===== src/design/video_sync_params.svh =====
/*
  Register offsets, field positions, reset values and timing-reference code
  words for the sync pin select block.
  Assumes 8-bit register offsets on the plain register port.
*/
`ifndef VIDEO_SYNC_PARAMS_SVH
`define VIDEO_SYNC_PARAMS_SVH

`define REG_SYNC_OUT      8'h02
`define REG_EDHD_INFMT    8'h30
`define REG_EDHD_SYNCCTL  8'h34
`define REG_SD_SLAVE      8'h8A
`define REG_STANDARD      8'hF0
`define REG_STATUS        8'hF1

`define RST_SYNC_OUT      8'h00
`define RST_EDHD_INFMT    8'h00
`define RST_EDHD_SYNCCTL  8'h00
`define RST_SD_SLAVE      8'h00
`define RST_STANDARD      8'h00
`define READ_IDLE         8'h00

`define BIT_EDHD_OUT_EN   7
`define BIT_SD_OUT_EN     6
`define BIT_INFMT         2
`define BIT_HCTL          1
`define BIT_VCTL          2
`define SLAVE_MSB         2
`define SLAVE_LSB         0
`define SLAVE_MODE_OFF    3'h0
`define SLAVE_MODE_MAX    3'h3
`define BIT_STD_EDHD_INTL 0
`define BIT_STD_525P      1
`define BIT_STD_SD_INTL   2

`define TRS_ONES          10'h3FF
`define TRS_ZERO          10'h000
`define TRS_BIT_F         8
`define TRS_BIT_V         7
`define TRS_BIT_H         6
`define HCNT_AFTER_EDGE   1'b1

`endif


===== src/design/video_sync_pkg.sv =====
/*
  Types shared by the sync pin select block.
  Assumes video_sync_params.svh supplies the numeric constants.
*/
package video_sync_pkg;

  typedef enum logic [1:0] {
    TRS_IDLE = 2'b00,
    TRS_ONES = 2'b01,
    TRS_Z1   = 2'b10,
    TRS_Z2   = 2'b11
  } trs_state_e;

  typedef struct packed {
    logic f;
    logic v;
    logic h;
  } trs_flags_s;

  typedef struct packed {
    logic hsyncN;
    logic vsyncN;
    logic driveN;
  } sync_pins_s;

endpackage


===== src/design/sync_delay_line.sv =====
/*
  Fixed-length register pipeline for the sync pin bundle.
  Assumes DEPTH of at least one; every stage holds while ce is low.
*/
`timescale 1ns/1ps
module sync_delay_line #(
  parameter int               WIDTH  = 3,
  parameter int               DEPTH  = 8,
  parameter logic [WIDTH-1:0] RSTVAL = '1
) (
  // Clock and control
  input  wire logic             clock,
  input  wire logic             nrst,
  input  wire logic             ce,
  // Data
  input  wire logic [WIDTH-1:0] din,
  output logic      [WIDTH-1:0] dout
);

  logic [WIDTH-1:0] stage_q [DEPTH];

  genvar i;
  generate
    for (i = 0; i < DEPTH; i++)
    begin : g_stage
      always_ff @(posedge clock)
      begin
        if (!nrst)
          stage_q[i] <= RSTVAL;
        else if (ce)
          stage_q[i] <= (i == 0) ? din : stage_q[(i == 0) ? 0 : i - 1];
      end
    end
  endgenerate

  assign dout = stage_q[DEPTH-1];

endmodule // sync_delay_line


===== src/design/video_sync_pin_io_select.sv =====
/*
  Sync pin select: takes horizontal/vertical timing from embedded codes or
  sync pins, and drives SD or ED/HD sync on the shared sync pins.
  Assumes one pixel clock, pins arriving asynchronously, SD sync from the SD
  timing core on the same clock, and a register master on the same clock.
*/
// Added by the designer: the strobed register port and the register addresses.
`timescale 1ns/1ps
`include "video_sync_params.svh"
module video_sync_pin_io_select
  import video_sync_pkg::*;
#(
  parameter int         PIPE_DELAY   = 8,
  parameter int         HCNT_W       = 12,
  parameter int         VCNT_W       = 11,
  parameter logic [11:0] LINE_PIXELS  = 12'h6B4,
  parameter logic [11:0] HSYNC_PIXELS = 12'h040,
  parameter logic [10:0] FRAME_LINES  = 11'h20D,
  parameter logic [10:0] VBLANK_LINES = 11'h02D,
  parameter logic [10:0] VS_FIRST     = 11'h004,
  parameter logic [10:0] VS_LINES     = 11'h005
) (
  // Clock, reset, enable
  input  wire logic        clock,
  input  wire logic        nrst,
  input  wire logic        ce,
  // Register port
  input  wire logic [7:0]  regAddr,
  input  wire logic [7:0]  regWdata,
  input  wire logic        regWr,
  input  wire logic        regRd,
  output logic      [7:0]  regRdata,
  // Pixel stream carrying timing codes
  input  wire logic [9:0]  pixelIn,
  // ED/HD sync and blank pins
  input  wire logic        pHsyncN,
  input  wire logic        pVsyncN,
  input  wire logic        pBlankN,
  // Shared SD sync pins
  input  wire logic        sHsyncIn,
  input  wire logic        sVsyncIn,
  output logic             sHsyncOut,
  output logic             sHsyncOeN,
  output logic             sVsyncOut,
  output logic             sVsyncOeN,
  // SD timing core
  input  wire logic        sdHsyncN,
  input  wire logic        sdVsyncN,
  output logic             sdSlavePinsUse,
  output logic             sdSlaveHsyncN,
  output logic             sdSlaveVsyncN,
  // ED/HD timing core
  output logic             edhdPinTiming,
  output logic             edhdHsyncInN,
  output logic             edhdVsyncInN,
  output logic             edhdBlankInN
);

  logic [7:0]  syncOut_q, inFmt_q, syncCtl_q, sdSlave_q, standard_q, rdata_q;
  logic [4:0]  pin1_q, pin2_q;
  logic [9:0]  pix1_q, pix2_q;
  trs_state_e  trs_q, trs_d;
  trs_flags_s  trsFlags_q;
  logic        trsH_q, trsV_q;
  logic [HCNT_W-1:0] hCount_q;
  logic [VCNT_W-1:0] vCount_q;
  logic        sdUse_q, edhdPin_q, sdH_q, sdV_q, edH_q, edV_q, edB_q;
  sync_pins_s  selPins, outPins;

  // Register decode
  wire wrSyncOut  = regWr && (regAddr == `REG_SYNC_OUT);
  wire wrInFmt    = regWr && (regAddr == `REG_EDHD_INFMT);
  wire wrSyncCtl  = regWr && (regAddr == `REG_EDHD_SYNCCTL);
  wire wrSdSlave  = regWr && (regAddr == `REG_SD_SLAVE);
  wire wrStandard = regWr && (regAddr == `REG_STANDARD);

  wire edhdOutEn  = syncOut_q[`BIT_EDHD_OUT_EN];
  wire sdOutEn    = syncOut_q[`BIT_SD_OUT_EN];
  wire fmtCodes   = inFmt_q[`BIT_INFMT];
  wire hCtl       = syncCtl_q[`BIT_HCTL];
  wire vCtl       = syncCtl_q[`BIT_VCTL];
  wire edhdIntl   = standard_q[`BIT_STD_EDHD_INTL];
  wire is525p     = standard_q[`BIT_STD_525P];
  wire sdIntl     = standard_q[`BIT_STD_SD_INTL];
  wire [2:0] slaveMode = sdSlave_q[`SLAVE_MSB:`SLAVE_LSB];

  wire [7:0] statusWord = {1'b0, trsFlags_q.f, trsFlags_q.v, trsFlags_q.h,
                           ~outPins.driveN, edhdPin_q, sdUse_q, 1'b0};

  wire [7:0] readMux =
    (regAddr == `REG_SYNC_OUT)     ? syncOut_q  :
    (regAddr == `REG_EDHD_INFMT)   ? inFmt_q    :
    (regAddr == `REG_EDHD_SYNCCTL) ? syncCtl_q  :
    (regAddr == `REG_SD_SLAVE)     ? sdSlave_q  :
    (regAddr == `REG_STANDARD)     ? standard_q :
    (regAddr == `REG_STATUS)       ? statusWord : `READ_IDLE;

  always_ff @(posedge clock)
  begin
    if (!nrst)
    begin
      syncOut_q  <= `RST_SYNC_OUT;
      inFmt_q    <= `RST_EDHD_INFMT;
      syncCtl_q  <= `RST_EDHD_SYNCCTL;
      sdSlave_q  <= `RST_SD_SLAVE;
      standard_q <= `RST_STANDARD;
      rdata_q    <= `READ_IDLE;
    end
    else if (ce)
    begin
      if (wrSyncOut)
        syncOut_q <= regWdata;
      if (wrInFmt)
        inFmt_q <= regWdata;
      if (wrSyncCtl)
        syncCtl_q <= regWdata;
      if (wrSdSlave)
        sdSlave_q <= regWdata;
      if (wrStandard)
        standard_q <= regWdata;
      // Read data stands for exactly the cycle after the strobe
      rdata_q <= regRd ? readMux : `READ_IDLE;
    end
  end

  assign regRdata = rdata_q;

  // Two-flop synchronisers for pins; first stage feeds only the second
  always_ff @(posedge clock)
  begin
    if (!nrst)
    begin
      pin1_q <= '1;
      pin2_q <= '1;
      pix1_q <= `TRS_ZERO;
      pix2_q <= `TRS_ZERO;
    end
    else if (ce)
    begin
      pin1_q <= {pBlankN, pVsyncN, pHsyncN, sVsyncIn, sHsyncIn};
      pin2_q <= pin1_q;
      pix1_q <= pixelIn;
      pix2_q <= pix1_q;
    end
  end

  wire sHsyncSync = pin2_q[0];
  wire sVsyncSync = pin2_q[1];
  wire pHsyncSync = pin2_q[2];
  wire pVsyncSync = pin2_q[3];
  wire pBlankSync = pin2_q[4];

  // Timing reference code search: ones, zero, zero, then flag word
  wire pixOnes = (pix2_q == `TRS_ONES);
  wire pixZero = (pix2_q == `TRS_ZERO);

  always_comb
  begin
    case (trs_q)
      TRS_IDLE: trs_d = pixOnes ? TRS_ONES : TRS_IDLE;
      TRS_ONES: trs_d = pixZero ? TRS_Z1 : (pixOnes ? TRS_ONES : TRS_IDLE);
      TRS_Z1:   trs_d = pixZero ? TRS_Z2 : TRS_IDLE;
      TRS_Z2:   trs_d = TRS_IDLE;
      default:  trs_d = TRS_IDLE;
    endcase
  end

  always_ff @(posedge clock)
  begin
    if (!nrst)
    begin
      trs_q      <= TRS_IDLE;
      trsFlags_q <= '0;
      trsH_q     <= 1'b0;
      trsV_q     <= 1'b0;
    end
    else if (ce)
    begin
      trs_q  <= trs_d;
      trsH_q <= trsFlags_q.h;
      trsV_q <= trsFlags_q.v;
      if (trs_q == TRS_Z2)
        trsFlags_q <= '{f: pix2_q[`TRS_BIT_F], v: pix2_q[`TRS_BIT_V], h: pix2_q[`TRS_BIT_H]};
    end
  end

  // Leading edges of embedded blanking phase the internal counters
  wire hEdge = trsFlags_q.h && !trsH_q;
  wire vEdge = trsFlags_q.v && !trsV_q;
  wire lineEnd  = (hCount_q == HCNT_W'(LINE_PIXELS - 12'h001));
  wire frameEnd = (vCount_q == VCNT_W'(FRAME_LINES - 11'h001));

  always_ff @(posedge clock)
  begin
    if (!nrst)
    begin
      hCount_q <= '0;
      vCount_q <= '0;
    end
    else if (ce)
    begin
      // Edge cycle counts as pixel 0, so the counter pulse starts with the
      // embedded sync instead of one pixel late
      if (hEdge)
        hCount_q <= HCNT_W'(`HCNT_AFTER_EDGE);
      else if (lineEnd)
        hCount_q <= '0;
      else
        hCount_q <= hCount_q + 1'b1;
      if (vEdge)
        vCount_q <= '0;
      else if (lineEnd)
        vCount_q <= frameEnd ? '0 : vCount_q + 1'b1;
    end
  end

  // Counter sync width is HSYNC_PIXELS pixels, set independently of the embedded hsync width
  wire cntHsync = (hCount_q < HCNT_W'(HSYNC_PIXELS));
  wire cntVsBlank = (vCount_q < VCNT_W'(VBLANK_LINES));
  wire cntVsSerr  = (vCount_q >= VCNT_W'(VS_FIRST)) &&
                    (vCount_q < VCNT_W'(VS_FIRST + VS_LINES));
  wire cntVsync = is525p ? cntVsBlank : cntVsSerr;

  // Selected ED/HD sources, active low on the pins
  wire edhdHsel = hCtl     ? ~cntHsync :
                  fmtCodes ? ~trsFlags_q.h :
                             pHsyncSync;
  wire edhdCodeV = edhdIntl ? trsFlags_q.f :
                              ~trsFlags_q.v;
  wire edhdVsel = vCtl     ? ~cntVsync :
                  fmtCodes ? edhdCodeV :
                             pVsyncSync;
  // SD progressive has no vertical output defined; hold it inactive
  wire sdVsel   = sdIntl ? sdVsyncN : 1'b1;

  always_comb
  begin
    selPins.driveN = !(edhdOutEn || sdOutEn);
    if (edhdOutEn)
    begin
      selPins.hsyncN = edhdHsel;
      selPins.vsyncN = edhdVsel;
    end
    else if (sdOutEn)
    begin
      selPins.hsyncN = sdHsyncN;
      selPins.vsyncN = sdVsel;
    end
    else
    begin
      selPins.hsyncN = 1'b1;
      selPins.vsyncN = 1'b1;
    end
  end

  // Matches video datapath latency so sync edges track the output video
  sync_delay_line #(
    .WIDTH  (3),
    .DEPTH  (PIPE_DELAY),
    .RSTVAL (3'h7)
  ) u_delay (
    .clock (clock),
    .nrst  (nrst),
    .ce    (ce),
    .din   (selPins),
    .dout  (outPins)
  );

  assign sHsyncOut = outPins.hsyncN;
  assign sVsyncOut = outPins.vsyncN;
  assign sHsyncOeN = outPins.driveN;
  assign sVsyncOeN = outPins.driveN;

  // Pin inputs towards the timing cores
  wire slaveSel = (slaveMode != `SLAVE_MODE_OFF) && (slaveMode <= `SLAVE_MODE_MAX);
  // Uses the register enables, not the delayed pins: the device stops
  // listening as soon as software turns an output on
  wire sdPinsIn = slaveSel && !edhdOutEn && !sdOutEn;

  always_ff @(posedge clock)
  begin
    if (!nrst)
    begin
      sdUse_q   <= 1'b0;
      edhdPin_q <= 1'b1;
      sdH_q     <= 1'b1;
      sdV_q     <= 1'b1;
      edH_q     <= 1'b1;
      edV_q     <= 1'b1;
      edB_q     <= 1'b1;
    end
    else if (ce)
    begin
      sdUse_q   <= sdPinsIn;
      sdH_q     <= sdPinsIn ? sHsyncSync : 1'b1;
      sdV_q     <= sdPinsIn ? sVsyncSync : 1'b1;
      edhdPin_q <= !fmtCodes;
      edH_q     <= fmtCodes ? 1'b1 : pHsyncSync;
      edV_q     <= fmtCodes ? 1'b1 : pVsyncSync;
      edB_q     <= pBlankSync;
    end
  end

  assign sdSlavePinsUse = sdUse_q;
  assign sdSlaveHsyncN  = sdH_q;
  assign sdSlaveVsyncN  = sdV_q;
  assign edhdPinTiming  = edhdPin_q;
  assign edhdHsyncInN   = edH_q;
  assign edhdVsyncInN   = edV_q;
  assign edhdBlankInN   = edB_q;

endmodule // video_sync_pin_io_select


===== config.mk =====
export PLATFORM = sky130hd
export DESIGN_NAME = video_sync_pin_io_select
export DESIGN_NICKNAME = d
export VERILOG_FILES = /design/src/design/video_sync_pkg.sv /design/src/design/sync_delay_line.sv /design/src/design/video_sync_pin_io_select.sv
export VERILOG_INCLUDE_DIRS = /design/src /design/src/design
export SDC_FILE = /design/constraint.sdc
export NUM_CORES = 1
export LEC_CHECK = 0
export BUFFER_PORTS_ARGS = -buffer_cell sky130_fd_sc_hd__buf_2
export CAP_MARGIN = 20
export CORE_AREA = 2 2 143 145
export CTS_CLUSTER_DIAMETER = 30
export DETAILED_ROUTE_END_ITERATION = 10
export DIE_AREA = 0 0 145 147
export PLACE_DENSITY_LB_ADDON = 0.3
export SLEW_MARGIN = 20
export SYNTH_ARGS = -nofsm -noshare
export SYNTH_HDL_FRONTEND = slang
export SYNTH_SLANG_ARGS = --single-unit

===== constraint.sdc =====
create_clock -name clock -period 2.75 [get_ports clock]
set_clock_uncertainty 0.2 [all_clocks]
set_input_delay 0.55 -clock clock [delete_from_list [all_inputs] [get_ports clock]]
set_output_delay 0.55 -clock clock [all_outputs]
set_load 0.02 [all_outputs]

==> impl_metrics.env <==
export IMPL_placedCellCount=950
export IMPL_synth_area_per_cell_um2=9.90
export IMPL_place_congestion=0.845
export IMPL_fin_cells=982
export IMPL_dp_hpwl_mm=10.6
export IMPL_drv_slew=0
export IMPL_start_kind="register"
export IMPL_critPathMaxFanout=22
export IMPL_cts_resized=0
export IMPL_overflow=0
export IMPL_drt_first_pass_iters=4
export IMPL_grt_busiest_layer="met2"
export IMPL_rows=52
export IMPL_synthArstFlopShare_pct=0
export IMPL_nFillCells=2010
export IMPL_power_leakage_nw=2.70
export IMPL_cts_path_max_buffers=2
export IMPL_synth_edf_count=24
export IMPL_coreArea_um2=19800
export IMPL_nets=740
export IMPL_final_setup_tns_ps=0
export IMPL_synth_main_ff_cell="dfxtp_1"
export IMPL_ys_types=57
export IMPL_synth_compound_area_share_pct=13.8
export IMPL_seq_area_frac_synth_pct=48.3
export IMPL_start_util_pct=31.5
export IMPL_dieArea_um2=21300
export IMPL_hold_viol=0
export IMPL_grt_pass1_wl_mm=25.1
export IMPL_io_pin_count=57
export IMPL_end_kind="register"
export IMPL_hold_path_class="primary input to register"
export IMPL_gr_usage_all_layers_pct=14.6
export IMPL_yosysTopAreaCell="dfxtp_1"
export IMPL_reg2reg_slack_ps=400
export IMPL_timing_fmax_mhz=425
export IMPL_yosysTopAreaCellShare_pct=36.8
export IMPL_ctsHoldBuffers=0
export IMPL_post_route_drc_count=0
export IMPL_synth_simple_gate_area_share_pct=20.5
export IMPL_routedWlPerCell_um=15.5
export IMPL_antenna_found_initial=0
export IMPL_synth_fa_ha_area_share_pct=0.600
export IMPL_via_per_inst=5.07
export IMPL_drtIter0Drc=294
export IMPL_timing_final_crit_period_ps=2350
export IMPL_vdd_ir_drop_max_mv=0.471
export IMPL_area_growth_pct=20.6
export IMPL_power_density_nw_per_um2=614
export IMPL_die_h_um=147
export IMPL_cp_cell_sequence="ha_1, and4bb_2, a32oi_1, buf_4, or4_1, a221oi_1"
export IMPL_synthXorXnorAreaFrac_pct=0.280
export IMPL_grt_use_met2_pct=23.1
export IMPL_grt_max_degree=75
export IMPL_ant_nets=0
export IMPL_cts_tree="done"
export IMPL_syn_inst=632
export IMPL_synth_warnings=0
export IMPL_path_clk_slew_ps=60
export IMPL_final_setup_viol_count=0
export IMPL_cts_root_buf="clkbuf_16"
export IMPL_yosysMostFrequentCell="dfxtp_1"
export IMPL_post_route_period_util_pct=85.5
export IMPL_die_w_um=145
export IMPL_rsz0062_at_grt="false"
export IMPL_portBuffers=56
export IMPL_outcome="finished, final reports clean"
export IMPL_cp_num_buf_inv=1
export IMPL_synth_top_family_by_area="simple AND/OR/NAND/NOR gates"
export IMPL_critical_path_top_delay_family="simple AND/OR/NAND/NOR gates"
export IMPL_syn_area_um2=6250
export IMPL_slowest_stage="or4_1"
export IMPL_path_class="register to register"
export IMPL_cts_made_buffers=17
export IMPL_grt_pass1_vias=4794
export IMPL_synthMuxAreaShare_pct=12.6
export IMPL_clock_latency_ps=420
export IMPL_cp_required_ps=2870
export IMPL_cts_setup_buffers=0
export IMPL_arrival_ps=2470
export IMPL_maxCapViolCount=0
export IMPL_slew_headroom_pct=36.6
export IMPL_routed_wl_mm=15.2
export IMPL_cpPeakStageDelay_ps=510
export IMPL_tightest_slew_ps=942
export IMPL_h_tree_depth=4
export IMPL_ys_top_cells_by_area="dfxtp_1 (37%), mux2i_1 (13%), edfxtp_1 (12%)"
export IMPL_num_vias=4980
export IMPL_synth_seq_cells=139
export IMPL_cts_sinks=139
export IMPL_met3_usage_pct=3.45
export IMPL_drive_gt1_share_pct=22.3
export IMPL_synthTopCellsByCount="dfxtp_1 (115), nor2_1 (81), mux2i_1 (79)"
export IMPL_use_met1_pct=20.0
export IMPL_syn_num_nets=673
export IMPL_antenna_cells=0
[state kept, by name, summed over array words and instances, names as in the netlist, 3 cells and up]
register,count
hCount_q,12
standard_q,8
syncCtl_q,8
pin1_q,5
vCount_q,11
regRdata,8
sdSlave_q,8
u_delay.stage_q,24
pin2_q,5
statusWord,3
pix2_q,10
inFmt_q,8
pix1_q,10
syncOut_q,8
[cell type report]
type | instances | area, µm² | share of cell area [%]
Tap cell | 270 | 338 | 4.48
Clock inverter | 14 | 149 | 1.97
Inverter | 18 | 67.6 | 0.896
Timing Repair Buffer | 90 | 536 | 7.10
Sequential cell | 139 | 3020 | 40.1
Multi-Input combinational cell | 433 | 2990 | 39.7
Clock buffer | 18 | 439 | 5.82
[worst register-to-register path, delay by kind of cell (launching register included)]
family          cells  cell delay, ps
compound gates      2             370
buf+inv             1             230
fa+ha+maj           1             250
flops               1             410
simple gates        2             780
[layer usage]
metal  share of wire (%)  routed length (µm)
met2                  46                7010
met4                0.61                  93
met3                 3.7                 563
met5                   0                   0
met1                  50                7580
[kinds of logic after synthesis]
logic type,Yosys count
and+or+nand+nor,238
DFF,139
xor gates and xnor gates,2
muxes,79
AOI/OAI and AO/OA,111
buffers and inverters,60
adders and majority gates,3
[through the flow]
step	cell area, µm²	hold slack [ps]	total power (W)	setup slack, ps	util (%)
floorplan	6250	236	0.00230	325	-
global placement	6960	250	0.00240	93.1	35.1
detailed placement	6960	254	0.00240	76.2	35.1
CTS	7540	131	0.00469	408	38.0
global route	7540	141	0.00480	235	38.0
finish	7540	147	0.00463	400	38.0
[power by group]
group          internal, W  total, W  switching (W)
clock network      0.00131   0.00227       0.000966
logic            0.0000928  0.000246       0.000153
registers          0.00209   0.00211      0.0000178
total              0.00349   0.00463        0.00114
[cell usage in the layout (no fill, tap or decap), types with 17 or more instances in the layout]
cell,n
clkbuf_16,17
dfxtp_1,115
edfxtp_1,24
buf_4,34
nand2_1,40
or2_2,23
nor2_1,81
nand3_1,17
mux2i_1,79
buf_2,56
[path summary, 6_finish.rpt]
check	from	to	cells after the start
worst max-delay path	hCount_q[0]$_SDFFE_PN0P_	vCount_q[10]$_SDFFE_PN0P_	6
worst min-delay path	sHsyncIn	pin1_q[0]$_SDFFE_PN1P_	3
worst max register to register	hCount_q[0]$_SDFFE_PN0P_	vCount_q[10]$_SDFFE_PN0P_	6
worst min register to register	edhdHsyncInN$_SDFFE_PN1P_	edhdHsyncInN$_SDFFE_PN1P_	2
Power figures use the tool's default switching activity.
